--- config.mk ---
export PLATFORM = sky130hd
export DESIGN_NAME = iccb_clear_bank
export DESIGN_NICKNAME = d
export VERILOG_FILES = /design/src/verilog/iccb_pkg.sv /design/src/verilog/iccb_clear_bank.sv
export SDC_FILE = /design/constraint.sdc
export NUM_CORES = 1
export LEC_CHECK = 0
export BUFFER_PORTS_ARGS = -buffer_cell sky130_fd_sc_hd__buf_2
export CAP_MARGIN = 20
export CORE_UTILIZATION = 40
export DETAILED_ROUTE_END_ITERATION = 7
export GPL_TIMING_DRIVEN = 0
export PLACE_DENSITY_LB_ADDON = 0.3
export SLEW_MARGIN = 20
export SYNTH_ARGS = -nofsm -noshare
export SYNTH_HDL_FRONTEND = slang
export SYNTH_SLANG_ARGS = --single-unit
--- constraint.sdc ---
create_clock -name ref_clk -period 3.5 [get_ports ref_clk]
set_input_delay 0.7 -clock ref_clk [delete_from_list [all_inputs] [get_ports ref_clk]]
set_output_delay 0.7 -clock ref_clk [all_outputs]
set_load 0.005 [all_outputs]
--- src/verilog/iccb_pkg.sv ---
// Package for the interrupt clear command bank
package iccb_pkg;
  localparam int unsigned ADDR_W = 12;
  localparam int unsigned DATA_W = 8;
  // Register offsets
  localparam logic [11:0] OFF_CLEAR_ALL = 12'ha03;
  localparam logic [11:0] OFF_CLK_PLL_CLR = 12'ha04;
  localparam logic [11:0] OFF_SYNC_WD_CLR = 12'ha05;
  localparam logic [11:0] OFF_DIG_LOOP_CLR = 12'ha06;
  localparam logic [11:0] OFF_HIST_LIM_CLR = 12'ha07;
  localparam logic [11:0] OFF_REF_IN_CLR = 12'ha08;
  localparam logic [11:0] OFF_RSVD_CLR = 12'ha09;
  localparam logic [11:0] OFF_IRQ_STATUS = 12'ha10;
  localparam logic [11:0] OFF_IRQ_MASK = 12'ha11;
  // Clear-all bit within the reset functions register
  localparam int unsigned BIT_CLEAR_ALL = 1;
  // Writable bits of each clear register; reserved bits are zero
  localparam logic [7:0] MASK_CLK_PLL = 8'h3f;
  localparam logic [7:0] MASK_SYNC_WD = 8'h1f;
  localparam logic [7:0] MASK_DIG_LOOP = 8'hff;
  localparam logic [7:0] MASK_HIST_LIM = 8'h1f;
  localparam logic [7:0] MASK_REF_IN = 8'h77;
  localparam logic [7:0] ZERO8 = 8'h00;
  localparam logic [1:0] ZERO2 = 2'h0;
  localparam int unsigned IRQ_WRITE = 0;
  localparam int unsigned IRQ_CLEAR_ALL = 1;

  typedef struct packed {
    logic [7:0] clk_pll;
    logic [7:0] sync_wd;
    logic [7:0] dig_loop;
    logic [7:0] hist_lim;
    logic [7:0] ref_in;
  } iccb_clr_t;

  typedef struct packed {
    logic [11:0] addr;
    logic [7:0] wdata;
    logic wr;
    logic rd;
  } iccb_bus_t;

  typedef struct packed {
    iccb_clr_t clr;
    logic [7:0] rdata;
    logic [1:0] irq_stat;
    logic [1:0] irq_mask;
    logic irq;
  } iccb_state_t;
endpackage : iccb_pkg

--- src/verilog/iccb_clear_bank.sv ---
// Interrupt clear command bank: self-clearing strobes toward the monitor flags
`timescale 1ns/1ns
module iccb_clear_bank
  import iccb_pkg::*;
(
  // Clock and reset
  input wire logic ref_clk,
  input wire logic rst_b,
  // Register port
  input wire logic [ADDR_W-1:0] reg_addr,
  input wire logic [DATA_W-1:0] reg_wdata,
  input wire logic reg_wr,
  input wire logic reg_rd,
  output logic [DATA_W-1:0] reg_rdata,
  // One-cycle clear strobes, same bit layout as the monitor registers
  output iccb_clr_t clr_strobe,
  // Interrupt
  output logic irq
);

  iccb_bus_t bus;
  iccb_state_t s_q;
  iccb_state_t s_d;
  logic wr_clear_all;

  assign bus = '{addr: reg_addr, wdata: reg_wdata, wr: reg_wr, rd: reg_rd};
  assign wr_clear_all = bus.wr && bus.addr == OFF_CLEAR_ALL && bus.wdata[BIT_CLEAR_ALL];

  always_comb
  begin
    s_d = s_q;
    // Strobes live one cycle only; no write of zero is needed to release them
    s_d.clr = '0;
    s_d.rdata = ZERO8;
    if (wr_clear_all)
    begin
      // Same effect as ones in every writable clear bit
      s_d.clr = '{clk_pll: MASK_CLK_PLL, sync_wd: MASK_SYNC_WD, dig_loop: MASK_DIG_LOOP,
                  hist_lim: MASK_HIST_LIM, ref_in: MASK_REF_IN};
    end
    else if (bus.wr)
    begin
      // Reserved bits are masked away so they can never pulse a flag
      unique case (bus.addr)
        OFF_CLK_PLL_CLR: s_d.clr.clk_pll = bus.wdata & MASK_CLK_PLL;
        OFF_SYNC_WD_CLR: s_d.clr.sync_wd = bus.wdata & MASK_SYNC_WD;
        OFF_DIG_LOOP_CLR: s_d.clr.dig_loop = bus.wdata & MASK_DIG_LOOP;
        OFF_HIST_LIM_CLR: s_d.clr.hist_lim = bus.wdata & MASK_HIST_LIM;
        OFF_REF_IN_CLR: s_d.clr.ref_in = bus.wdata & MASK_REF_IN;
        default: s_d.clr = '0; // Wholly reserved register and unmapped writes
      endcase
    end
    // Local status: write events and clear-all events; set wins over write-one-clear
    if (bus.wr && bus.addr == OFF_IRQ_STATUS)
    begin
      s_d.irq_stat = s_q.irq_stat & ~bus.wdata[IRQ_CLEAR_ALL:IRQ_WRITE];
    end
    if (bus.wr && bus.addr == OFF_IRQ_MASK)
    begin
      s_d.irq_mask = bus.wdata[IRQ_CLEAR_ALL:IRQ_WRITE];
    end
    if (bus.wr && bus.addr != OFF_IRQ_STATUS && bus.addr != OFF_IRQ_MASK)
    begin
      s_d.irq_stat[IRQ_WRITE] = 1'b1;
    end
    if (wr_clear_all)
    begin
      s_d.irq_stat[IRQ_CLEAR_ALL] = 1'b1;
    end
    if (bus.rd)
    begin
      // Clear registers are write-only and read as zero
      if (bus.addr == OFF_IRQ_STATUS)
      begin
        s_d.rdata = DATA_W'(s_q.irq_stat);
      end
      else if (bus.addr == OFF_IRQ_MASK)
      begin
        s_d.rdata = DATA_W'(s_q.irq_mask);
      end
    end
    s_d.irq = |(s_d.irq_stat & s_d.irq_mask);
  end

  always_ff @(posedge ref_clk or negedge rst_b)
  begin
    if (!rst_b)
    begin
      s_q <= '0;
    end
    else
    begin
      s_q <= s_d;
    end
  end

  assign reg_rdata = s_q.rdata;
  assign clr_strobe = s_q.clr;
  assign irq = s_q.irq;

  // Assertions
  property p_clr_one;
    @(posedge ref_clk) disable iff (!rst_b)
      (reg_wr && reg_addr == OFF_DIG_LOOP_CLR && reg_wdata[0]) |=> clr_strobe.dig_loop[0];
  endproperty
  a_clr_one: assert property (p_clr_one) else $error("Clear write gave no strobe");

  property p_self_clear;
    @(posedge ref_clk) disable iff (!rst_b)
      !reg_wr |=> clr_strobe == '0;
  endproperty
  a_self_clear: assert property (p_self_clear) else $error("Strobe held without write");

  property p_clk_pll;
    @(posedge ref_clk) disable iff (!rst_b)
      (reg_wr && reg_addr == OFF_CLK_PLL_CLR) |=> clr_strobe.clk_pll == ($past(reg_wdata) & 8'h3f);
  endproperty
  a_clk_pll: assert property (p_clk_pll) else $error("Clock loop clear mismatch");

  property p_sync_wd;
    @(posedge ref_clk) disable iff (!rst_b)
      (reg_wr && reg_addr == OFF_SYNC_WD_CLR) |=> clr_strobe.sync_wd == ($past(reg_wdata) & 8'h1f);
  endproperty
  a_sync_wd: assert property (p_sync_wd) else $error("Sync clear mismatch");

  property p_dig_loop;
    @(posedge ref_clk) disable iff (!rst_b)
      (reg_wr && reg_addr == OFF_DIG_LOOP_CLR) |=> clr_strobe.dig_loop == $past(reg_wdata);
  endproperty
  a_dig_loop: assert property (p_dig_loop) else $error("Loop clear mismatch");

  property p_hist;
    @(posedge ref_clk) disable iff (!rst_b)
      (reg_wr && reg_addr == OFF_HIST_LIM_CLR) |=>
        clr_strobe.hist_lim == ($past(reg_wdata) & 8'h1f);
  endproperty
  a_hist: assert property (p_hist) else $error("History clear mismatch");

  property p_ref_a;
    @(posedge ref_clk) disable iff (!rst_b)
      (reg_wr && reg_addr == OFF_REF_IN_CLR) |=> clr_strobe.ref_in[2:0] == $past(reg_wdata[2:0]);
  endproperty
  a_ref_a: assert property (p_ref_a) else $error("Input a clear mismatch");

  property p_ref_b;
    @(posedge ref_clk) disable iff (!rst_b)
      (reg_wr && reg_addr == OFF_REF_IN_CLR) |=> clr_strobe.ref_in[6:4] == $past(reg_wdata[6:4]);
  endproperty
  a_ref_b: assert property (p_ref_b) else $error("Input b clear mismatch");

  property p_reserved;
    @(posedge ref_clk) disable iff (!rst_b)
      1'b1 |-> (clr_strobe.ref_in[7] == 1'b0 && clr_strobe.ref_in[3] == 1'b0
                && clr_strobe.clk_pll[7:6] == ZERO2 && clr_strobe.sync_wd[7:5] == 3'h0
                && clr_strobe.hist_lim[7:5] == 3'h0);
  endproperty
  a_reserved: assert property (p_reserved) else $error("Reserved clear bit pulsed");

  property p_clear_all;
    @(posedge ref_clk) disable iff (!rst_b)
      (reg_wr && reg_addr == OFF_CLEAR_ALL && reg_wdata[BIT_CLEAR_ALL]) |=>
        clr_strobe == {8'h3f, 8'h1f, 8'hff, 8'h1f, 8'h77};
  endproperty
  a_clear_all: assert property (p_clear_all) else $error("Clear-all incomplete");

  // A zero write is harmless, so software may rewrite a whole register safely
  property p_zero_write;
    @(posedge ref_clk) disable iff (!rst_b)
      (reg_wr && reg_wdata == ZERO8) |=> clr_strobe == '0;
  endproperty
  a_zero_write: assert property (p_zero_write) else $error("Zero write pulsed");

  property p_rsvd_reg;
    @(posedge ref_clk) disable iff (!rst_b)
      (reg_wr && reg_addr == OFF_RSVD_CLR) |=> clr_strobe == '0;
  endproperty
  a_rsvd_reg: assert property (p_rsvd_reg) else $error("Reserved write pulsed");

  property p_ca_other;
    @(posedge ref_clk) disable iff (!rst_b)
      (reg_wr && reg_addr == OFF_CLEAR_ALL && !reg_wdata[BIT_CLEAR_ALL]) |=> clr_strobe == '0;
  endproperty
  a_ca_other: assert property (p_ca_other) else $error("Other reset bit pulsed");

  property p_iso_clk;
    @(posedge ref_clk) disable iff (!rst_b)
      (reg_wr && reg_addr == OFF_CLK_PLL_CLR) |=>
        clr_strobe.sync_wd == ZERO8 && clr_strobe.dig_loop == ZERO8
        && clr_strobe.hist_lim == ZERO8 && clr_strobe.ref_in == ZERO8;
  endproperty
  a_iso_clk: assert property (p_iso_clk) else $error("Stray field after loop write");

  property p_iso_sync;
    @(posedge ref_clk) disable iff (!rst_b)
      (reg_wr && reg_addr == OFF_SYNC_WD_CLR) |=>
        clr_strobe.clk_pll == ZERO8 && clr_strobe.dig_loop == ZERO8
        && clr_strobe.hist_lim == ZERO8 && clr_strobe.ref_in == ZERO8;
  endproperty
  a_iso_sync: assert property (p_iso_sync) else $error("Stray field after sync write");

  property p_iso_dig;
    @(posedge ref_clk) disable iff (!rst_b)
      (reg_wr && reg_addr == OFF_DIG_LOOP_CLR) |=>
        clr_strobe.clk_pll == ZERO8 && clr_strobe.sync_wd == ZERO8
        && clr_strobe.hist_lim == ZERO8 && clr_strobe.ref_in == ZERO8;
  endproperty
  a_iso_dig: assert property (p_iso_dig) else $error("Stray field after digital write");

  property p_iso_hist;
    @(posedge ref_clk) disable iff (!rst_b)
      (reg_wr && reg_addr == OFF_HIST_LIM_CLR) |=>
        clr_strobe.clk_pll == ZERO8 && clr_strobe.sync_wd == ZERO8
        && clr_strobe.dig_loop == ZERO8 && clr_strobe.ref_in == ZERO8;
  endproperty
  a_iso_hist: assert property (p_iso_hist) else $error("Stray field after history write");

  property p_iso_ref;
    @(posedge ref_clk) disable iff (!rst_b)
      (reg_wr && reg_addr == OFF_REF_IN_CLR) |=>
        clr_strobe.clk_pll == ZERO8 && clr_strobe.sync_wd == ZERO8
        && clr_strobe.dig_loop == ZERO8 && clr_strobe.hist_lim == ZERO8;
  endproperty
  a_iso_ref: assert property (p_iso_ref) else $error("Stray field after input write");

  property p_clk_unlock;
    @(posedge ref_clk) disable iff (!rst_b)
      (reg_wr && reg_addr == OFF_CLK_PLL_CLR && reg_wdata[5]) |=> clr_strobe.clk_pll[5];
  endproperty
  a_clk_unlock: assert property (p_clk_unlock) else $error("Unlock clear lost");

  property p_ref_b_valid;
    @(posedge ref_clk) disable iff (!rst_b)
      (reg_wr && reg_addr == OFF_REF_IN_CLR && reg_wdata[6]) |=> clr_strobe.ref_in[6];
  endproperty
  a_ref_b_valid: assert property (p_ref_b_valid) else $error("Validated clear lost");

  // Clear registers are write-only; a read must not leak the last command
  property p_rd_clear_reg;
    @(posedge ref_clk) disable iff (!rst_b)
      (reg_rd && reg_addr >= OFF_CLEAR_ALL && reg_addr <= OFF_RSVD_CLR) |=> reg_rdata == ZERO8;
  endproperty
  a_rd_clear_reg: assert property (p_rd_clear_reg) else $error("Clear register read not zero");

  property p_rdata_idle;
    @(posedge ref_clk) disable iff (!rst_b)
      !reg_rd |=> reg_rdata == ZERO8;
  endproperty
  a_rdata_idle: assert property (p_rdata_idle) else $error("Read data outside its cycle");

  property p_rd_status;
    @(posedge ref_clk) disable iff (!rst_b)
      (reg_rd && reg_addr == OFF_IRQ_STATUS) |=> reg_rdata == DATA_W'($past(s_q.irq_stat));
  endproperty
  a_rd_status: assert property (p_rd_status) else $error("Status read mismatch");

  property p_rd_mask;
    @(posedge ref_clk) disable iff (!rst_b)
      (reg_rd && reg_addr == OFF_IRQ_MASK) |=> reg_rdata == DATA_W'($past(s_q.irq_mask));
  endproperty
  a_rd_mask: assert property (p_rd_mask) else $error("Mask read mismatch");

  property p_stat_set;
    @(posedge ref_clk) disable iff (!rst_b)
      (reg_wr && reg_addr != OFF_IRQ_STATUS && reg_addr != OFF_IRQ_MASK) |=>
        s_q.irq_stat[IRQ_WRITE];
  endproperty
  a_stat_set: assert property (p_stat_set) else $error("Write event not flagged");

  property p_stat_clear;
    @(posedge ref_clk) disable iff (!rst_b)
      (reg_wr && reg_addr == OFF_IRQ_STATUS && reg_wdata[IRQ_WRITE]) |=>
        !s_q.irq_stat[IRQ_WRITE];
  endproperty
  a_stat_clear: assert property (p_stat_clear) else $error("Status bit not cleared");

  property p_stat_sticky;
    @(posedge ref_clk) disable iff (!rst_b)
      (!reg_wr && s_q.irq_stat[IRQ_WRITE]) |=> s_q.irq_stat[IRQ_WRITE];
  endproperty
  a_stat_sticky: assert property (p_stat_sticky) else $error("Status bit lost");

  property p_ca_stat;
    @(posedge ref_clk) disable iff (!rst_b)
      wr_clear_all |=> s_q.irq_stat[IRQ_CLEAR_ALL];
  endproperty
  a_ca_stat: assert property (p_ca_stat) else $error("Clear-all event not flagged");

  property p_mask_wr;
    @(posedge ref_clk) disable iff (!rst_b)
      (reg_wr && reg_addr == OFF_IRQ_MASK) |=>
        s_q.irq_mask == $past(reg_wdata[IRQ_CLEAR_ALL:IRQ_WRITE]);
  endproperty
  a_mask_wr: assert property (p_mask_wr) else $error("Mask write lost");

  property p_irq_level;
    @(posedge ref_clk) disable iff (!rst_b)
      irq == |(s_q.irq_stat & s_q.irq_mask);
  endproperty
  a_irq_level: assert property (p_irq_level) else $error("Interrupt level wrong");

  c_clear_all: cover property (@(posedge ref_clk) disable iff (!rst_b)
    clr_strobe.sync_wd == 8'h1f);
  c_ref_b: cover property (@(posedge ref_clk) disable iff (!rst_b) clr_strobe.ref_in[6]);
  c_irq: cover property (@(posedge ref_clk) disable iff (!rst_b) $rose(irq));
  c_clear_full: cover property (@(posedge ref_clk) disable iff (!rst_b)
    clr_strobe.dig_loop == 8'hff && clr_strobe.ref_in == 8'h77);
  c_rd_status: cover property (@(posedge ref_clk) disable iff (!rst_b)
    reg_rd && reg_addr == OFF_IRQ_STATUS);
endmodule : iccb_clear_bank

==> results of run 1 <==
[per-layer routing]
layer | track usage (%) | vias up | part of all wire, % | wire length, um
li1 | - | 656 | - | -
met1 | 18.7 | 583 | 43 | 1370
met2 | 23.3 | 49 | 48 | 1520
met3 | 4.61 | 4 | 7.1 | 223
met4 | 5.36 | 0 | 1.3 | 41
met5 | 0 | - | 0 | 0
[worst max-delay path: stages]
cell and delay (ps):
buf_2 90, and4bb_2 370, nand4_2 130, mux2_4 330
a2111o_1 440
[worst min path at each step]
stage,startpoint,slack (ps),end
after floorplan,rst_b,400,clr_strobe[0]
after global placement,s_q[4],490,s_q[4]
after detailed placement,s_q[4],510,s_q[4]
after CTS,rst_b,520,s_q[1]
after global routing,s_q[4],550,s_q[4]
final,rst_b,480,s_q[1]
[power groups by stage]
stage                     sequential [W]  clock [W]  combinational [W]
after detailed placement        0.000437          0          0.0000629
after global placement          0.000437          0          0.0000618
after CTS                       0.000429   0.000435          0.0000630
final                           0.000429   0.000427          0.0000625
after global routing            0.000429   0.000461          0.0000713
after floorplan                 0.000437          0          0.0000327
[per-stage QoR]
step	hold slack, ps	cells	power, W
floorplan	404	179	0.000470
global placement	491	285	0.000499
detailed placement	514	285	0.000500
CTS	519	293	0.000927
global route	548	293	0.000961
finish	485	293	0.000918
[synth_stat cells, types with 2 or more instances]
library cell  number
buf_4             48
dfrtp_1           37
o21ai_0           32
nand2_1           10
clkbuf_1           5
a21bo_2            2
and3_1             2
mux2i_1            2
nand3b_1           2
nand4_1            2
nand4b_1           2
nor3_1             2
nor3b_1            2
[layout make-up]
class | instances | area [um^2]
repair buffers | 56 | 280
clock buffers | 5 | 68.8
fillers | 387 | 1830
multi-input cells | 89 | 534
flip-flops and latches | 37 | 926
well taps | 50 | 62.6
clock inverters | 3 | 65.1
plain buffers | 53 | 379
[sequential cells by signal, summed over array words and instances (netlist names)]
signal      flops
clr_strobe     30
s_q             4
reg_rdata       2
irq             1
[cells by family after synthesis]
logic type,Yosys count,share of synthesized area (%)
multiplexers,4,2.60
AND/OR/NAND/NOR,34,13.3
other,1,0.210
buffers and inverters,53,21.3
AO/OA/AOI/OAI,35,10.7
flip-flops,37,51.9
==> metrics.yaml, run 1 <==
power_and_ir_drop:
  seq_power_share_pct: 46.7
  p_sw_w: 0.000178
  sw_frac_of_total_pct: 19.4
  internal_power_w: 0.000740
  p_leak_nw: 1.36
  comb_power_share_pct: 6.8
  pwr-share-clk_pct: 46.5
  power.density_nw_per_um2: 396
  ir_drop_uv: 242
sta:
  timing.final.crit_share_pct: 54.5
  fin_tns_setup_ps: 0
  final_hold_viol_count: 0
  period_needed_ps: 1910
  rsz0062_at_grt: "no"
  tightest_slew_ps: 772
  fin_skew_ps: 0.231
  max_slew_margin_pct: 48.5
  setup_violations: 0
  setup_slack_ps: 1590
  slew_viol_final: 0
  max_freq_ghz: 0.524
logic_synthesis:
  synth_edf_count: 0
  ys_seq_area_share_pct: 51.9
  synth_area_um2: 1780
  synth_warnings: 0
  synth_top_cell_area_share_pct: 51.9
  synth_cells: 164
  synth.distinct_cells: 29
  ys.flop_type: "dfrtp_1"
  synth_area_leaders: "dfrtp_1, buf_4, o21ai_0, nand2_1, a21bo_2"
  synthArstFlopShare_pct: 100
  synth-seq-cells: 37
  synth_area_per_cell_um2: 10.9
  synth_largest_area_cell: "dfrtp_1"
layout:
  syn_to_final_growth_pct: 29.9
  final_cell_mix: "buf_2, buf_4, dfrtp_1"
  antenna_cells: 0
  final_layout_size_suffix_gt1_share_pct: 49.8
  nNetsFinal: 266
  final_common_cell: "buf_2"
  final_area_um2: 2320
  final_core_util_pct: 55.9
placed_design:
  gp_congestion: 0.724
  hpwlAfterDp_um: 2420
  place_ws_ps: 1310
  placed_area_um2: 2180
  port_buffers: 56
clock_tree:
  htree_levels: 2
  root_buffer: "clkbuf_8"
  cts.sinks: 37
  cts_made_buffers: 5
  clockBufferDepth: 2
  holdBufCountCts: 0
  tritoncts: "yes"
  postCtsResizedCells: 0
  clock_latency_ps: 290
  post_cts_buffers: 0
  clkSlewWorstSetupHoldPaths_ps: 70
min_path:
  hold_class: "in2async"
floorplan:
  fp.dieH_um: 68.8
  initial_utilization_pct: 43.0
  die_w_um: 68.8
  core_um2: 4140
  pin_count: 73
  design.die.area_um2: 4730
  row_count: 23
grt:
  grt_first_pass_wirelength_um: 4910
  antenna_found_initial: 0
  grt_use_total_pct: 14.6
  grt_pass1_vias: 1081
  grt_overflow: 0
  grt_max_degree: 38
worst_setup_path:
  worstRegToRegCells: 2
  required_ps: 3660
  r2r_setup_slack_ps: 2290
  crit_path_start_kind: "input pin"
  reg2reg_from: "s_q[2]"
  critPathMaxFanout: 6
  cp.arrival_ps: 2070
  cp-end-kind: "flip-flop"
  criticalPathCategory: "in2reg"
  crit_start: "reg_addr[10]"
  endpoint: "irq"
  r2r_end: "irq"
routing:
  antenna_left: 0
  vias: 1292
  first_iter_violations: 37
  drcViolationCount: 0
  post_drt_wl_per_cell_um: 10.8
  routed_wl_um: 3160
  first_pass_iters: 4
  viasPerCell: 4.41
flow_run:
  maxCapViolations: 0
run_status:
  status: "complete, no violations"
(Power assumes the default switching activity.)
==> run 2, diff against run 1 <==
Settings changed: ABC_AREA set to 1.
Clock period 3.5 ns to 1.75 ns, I/O delays scaled along.
==> run 2 against run 1 <==
Area after synthesis rose by 2.1%. Global-route usage rose by 0.44 points. Via count rose by 7.5%. Wire length rose by 5.7%. Sequential power rose by 100%. Power rose by 69%. Clock power rose by 33%. Final cell count rose by 9.9%. Die area rose by 2.0%. Combinational power rose by 98%. Critical path type is now reg2out.
==> metrics.yaml, run 2 <==
layout:
  largest_register_ff_count: 30  # unchanged
  final_cell_mix: "buf_2, buf_4, dfrtp_1"
  final_layout_size_suffix_gt1_share_pct: 47.8  # -2.0 points
  final_common_cell: "buf_2"
  syn_to_final_growth_pct: 26.6
  fillCellCount: 398  # +2.8%
  nNetsFinal: 293  # +10%
  antenna_cells: 0  # unchanged
power_and_ir_drop:
  power.density_nw_per_um2: 672  # +69%
  p_total_w: 0.00155  # +69%
  p_leak_nw: 1.35  # -0.89%
  ir_drop_uv: 281  # +16%
clock_tree:
  clkSlewWorstSetupHoldPaths_ps: 70  # about the same
  holdBufCountCts: 0  # unchanged
  htree_levels: 2  # unchanged
  cts.sinks: 37  # unchanged
  clock_latency_ps: 290  # about the same
  tritoncts: "yes"
  clockBufferDepth: 2  # unchanged
  cts_made_buffers: 5  # unchanged
  post_cts_buffers: 0  # unchanged
  root_buffer: "clkbuf_8"
  postCtsResizedCells: 0  # unchanged
sta:
  max_slew_margin_pct: 47.9  # -0.63 points
  timing.final.crit_share_pct: 71.8
  fin_skew_ps: 0.469  # +0.238 ps
  slew_viol_final: 0  # unchanged
  setup_slack_ps: 494  # -1100 ps
  final_hold_viol_count: 0  # unchanged
  fin_tns_setup_ps: 0  # unchanged
  max_freq_ghz: 0.796
  tightest_slew_ps: 781  # +9.50 ps
  rsz0062_at_grt: "no"
  setup_violations: 0  # unchanged
  holdWs_ps: 137  # -348 ps
  period_needed_ps: 1260
logic_synthesis:
  ys_seq_area_share_pct: 50.9  # -1.1 points
  synth_largest_area_cell: "dfrtp_1"
  synthArstFlopShare_pct: 100  # unchanged
  synth_common_cells: "buf_4, dfrtp_1, nand2_1"
  synth.distinct_cells: 19  # -34%
  synth_area_per_cell_um2: 9.53  # -12%
  synth_area_leaders: "dfrtp_1, buf_4, o21ai_0, nand2_1, nand3_1"
  synth_top_cell_area_share_pct: 50.9  # -1.1 points
  synth_area_um2: 1820  # +2.1%
  synth_cells: 191  # +16%
  ys.flop_type: "dfrtp_1"
  synth-seq-cells: 37  # unchanged
  post-synth-top-count-cell: "buf_4"
  synth_edf_count: 0  # unchanged
  synth_warnings: 0  # unchanged
routing:
  viasPerCell: 4.31  # -2.2%
  routed_wl_um: 3340  # +5.7%
  antenna_left: 0  # unchanged
  first_pass_iters: 4  # unchanged
  vias: 1389  # +7.5%
  drcViolationCount: 0  # unchanged
  post_drt_wl_per_cell_um: 10.4  # -3.8%
  first_iter_violations: 110  # +200%
flow_run:
  maxCapViolations: 0  # unchanged
placed_design:
  place_ws_ps: 198  # -1110 ps
  gp_congestion: 0.779  # +7.6%
  hpwlAfterDp_um: 2540  # +5.2%
  port_buffers: 56  # unchanged
grt:
  grt_pass1_vias: 1224  # +13%
  grt_first_pass_wirelength_um: 5520  # +13%
  grt_use_total_pct: 15.1  # +0.44 points
  grt_max_degree: 38  # unchanged
  grt_overflow: 0  # unchanged
  antenna_found_initial: 0  # unchanged
worst_setup_path:
  worstRegToRegCells: 6  # +4
  cp.arrival_ps: 910  # -1160 ps
  criticalPathCategory: "reg2out"
  cpPeakStageDelay_ps: 380  # -60 ps
  slowest_stage: "dfrtp_1"
  crit_path_start_kind: "flip-flop"
  critical_path.top_delay_family: "flip-flops"
  crit_buf_inv: 2  # +1
  critPathMaxFanout: 1  # -5
  worstPathCellList: "buf_4 > buf_2"
  r2r_setup_slack_ps: 850  # -1440 ps
  cp-end-kind: "output pin"
  reg2reg_from: "s_q[4]"
  required_ps: 1400  # -2260 ps
  r2r_end: "irq"
floorplan:
  fp.dieH_um: 69.5  # +1.0%
  pin_count: 73  # unchanged
  row_count: 24  # +4.3%
  design.die.area_um2: 4820  # +2.0%
  die_w_um: 69.5  # +1.0%
  initial_utilization_pct: 41.8  # -1.2 points
  core_um2: 4350  # +5.1%
min_path:
  hold_class: "in2async"
run_status:
  status: "complete, no violations"
[run 2: stage by stage]
step | std cells | instance area [um^2] | utilization [%]
after floorplan | 206 | 1880 | -
after global placement | 314 | 2220 | 51.0
after detailed placement | 314 | 2220 | 51.0
after CTS | 322 | 2300 | 52.9
after global routing | 322 | 2300 | 52.9
final | 322 | 2300 | 52.9
[run 2: layer usage]
metal  routed length (um)  up-vias  track usage [%]
met1                 1450      621             18.7
met3                  244        6             5.38
met5                    0        -                0
met2                 1570       53             22.1
met4                   74        0             9.98
li1                     -      709                -
[run 2: kinds of logic after synthesis]
| logic type | synth area share (%) |
|---|---|
| AOI/OAI and AO/OA | 8.80 |
| buffers and inverters | 22.6 |
| DFF | 50.9 |
| other | 0.206 |
| and+or+nand+nor | 17.5 |
[run 2: power breakdown]
| group | internal, W | switching (W) |
|---|---|---|
| logic | 0.0000504 | 0.0000738 |
| registers | 0.000855 | 0.000000252 |
| clock network | 0.000276 | 0.000292 |
[run 2: worst max path at each step]
stage	to	slack [ps]	depth (start not counted)	startpoint
after detailed placement	clr_strobe[5]	200	6	reg_addr[8]
after global placement	clr_strobe[5]	240	6	reg_addr[8]
after floorplan	clr_strobe[0]	570	6	reg_addr[8]
after CTS	clr_strobe[11]	490	2	clr_strobe[11]
final	clr_strobe[9]	490	2	clr_strobe[9]
after global routing	clr_strobe[5]	340	6	reg_addr[8]
[run 2: worst register-to-register path: cells and delay by family (launching register included)]
kind / cells / cell delay, ps
flip-flops: 1 / 400
buffers and inverters: 1 / 60
AND/OR/NAND/NOR: 5 / 340
[run 2: final cells by class]
class / instances / area, um^2 / area share, %
Buffer: 52 / 378 / 16.4
Clock buffer: 6 / 72.6 / 3.15
Clock inverter: 2 / 10.0 / 0.434
Inverter: 9 / 33.8 / 1.47
Multi-Input combinational cell: 108 / 539 / 23.4
Sequential cell: 37 / 926 / 40.2
Tap cell: 52 / 65.1 / 2.82
Timing Repair Buffer: 56 / 280 / 12.2
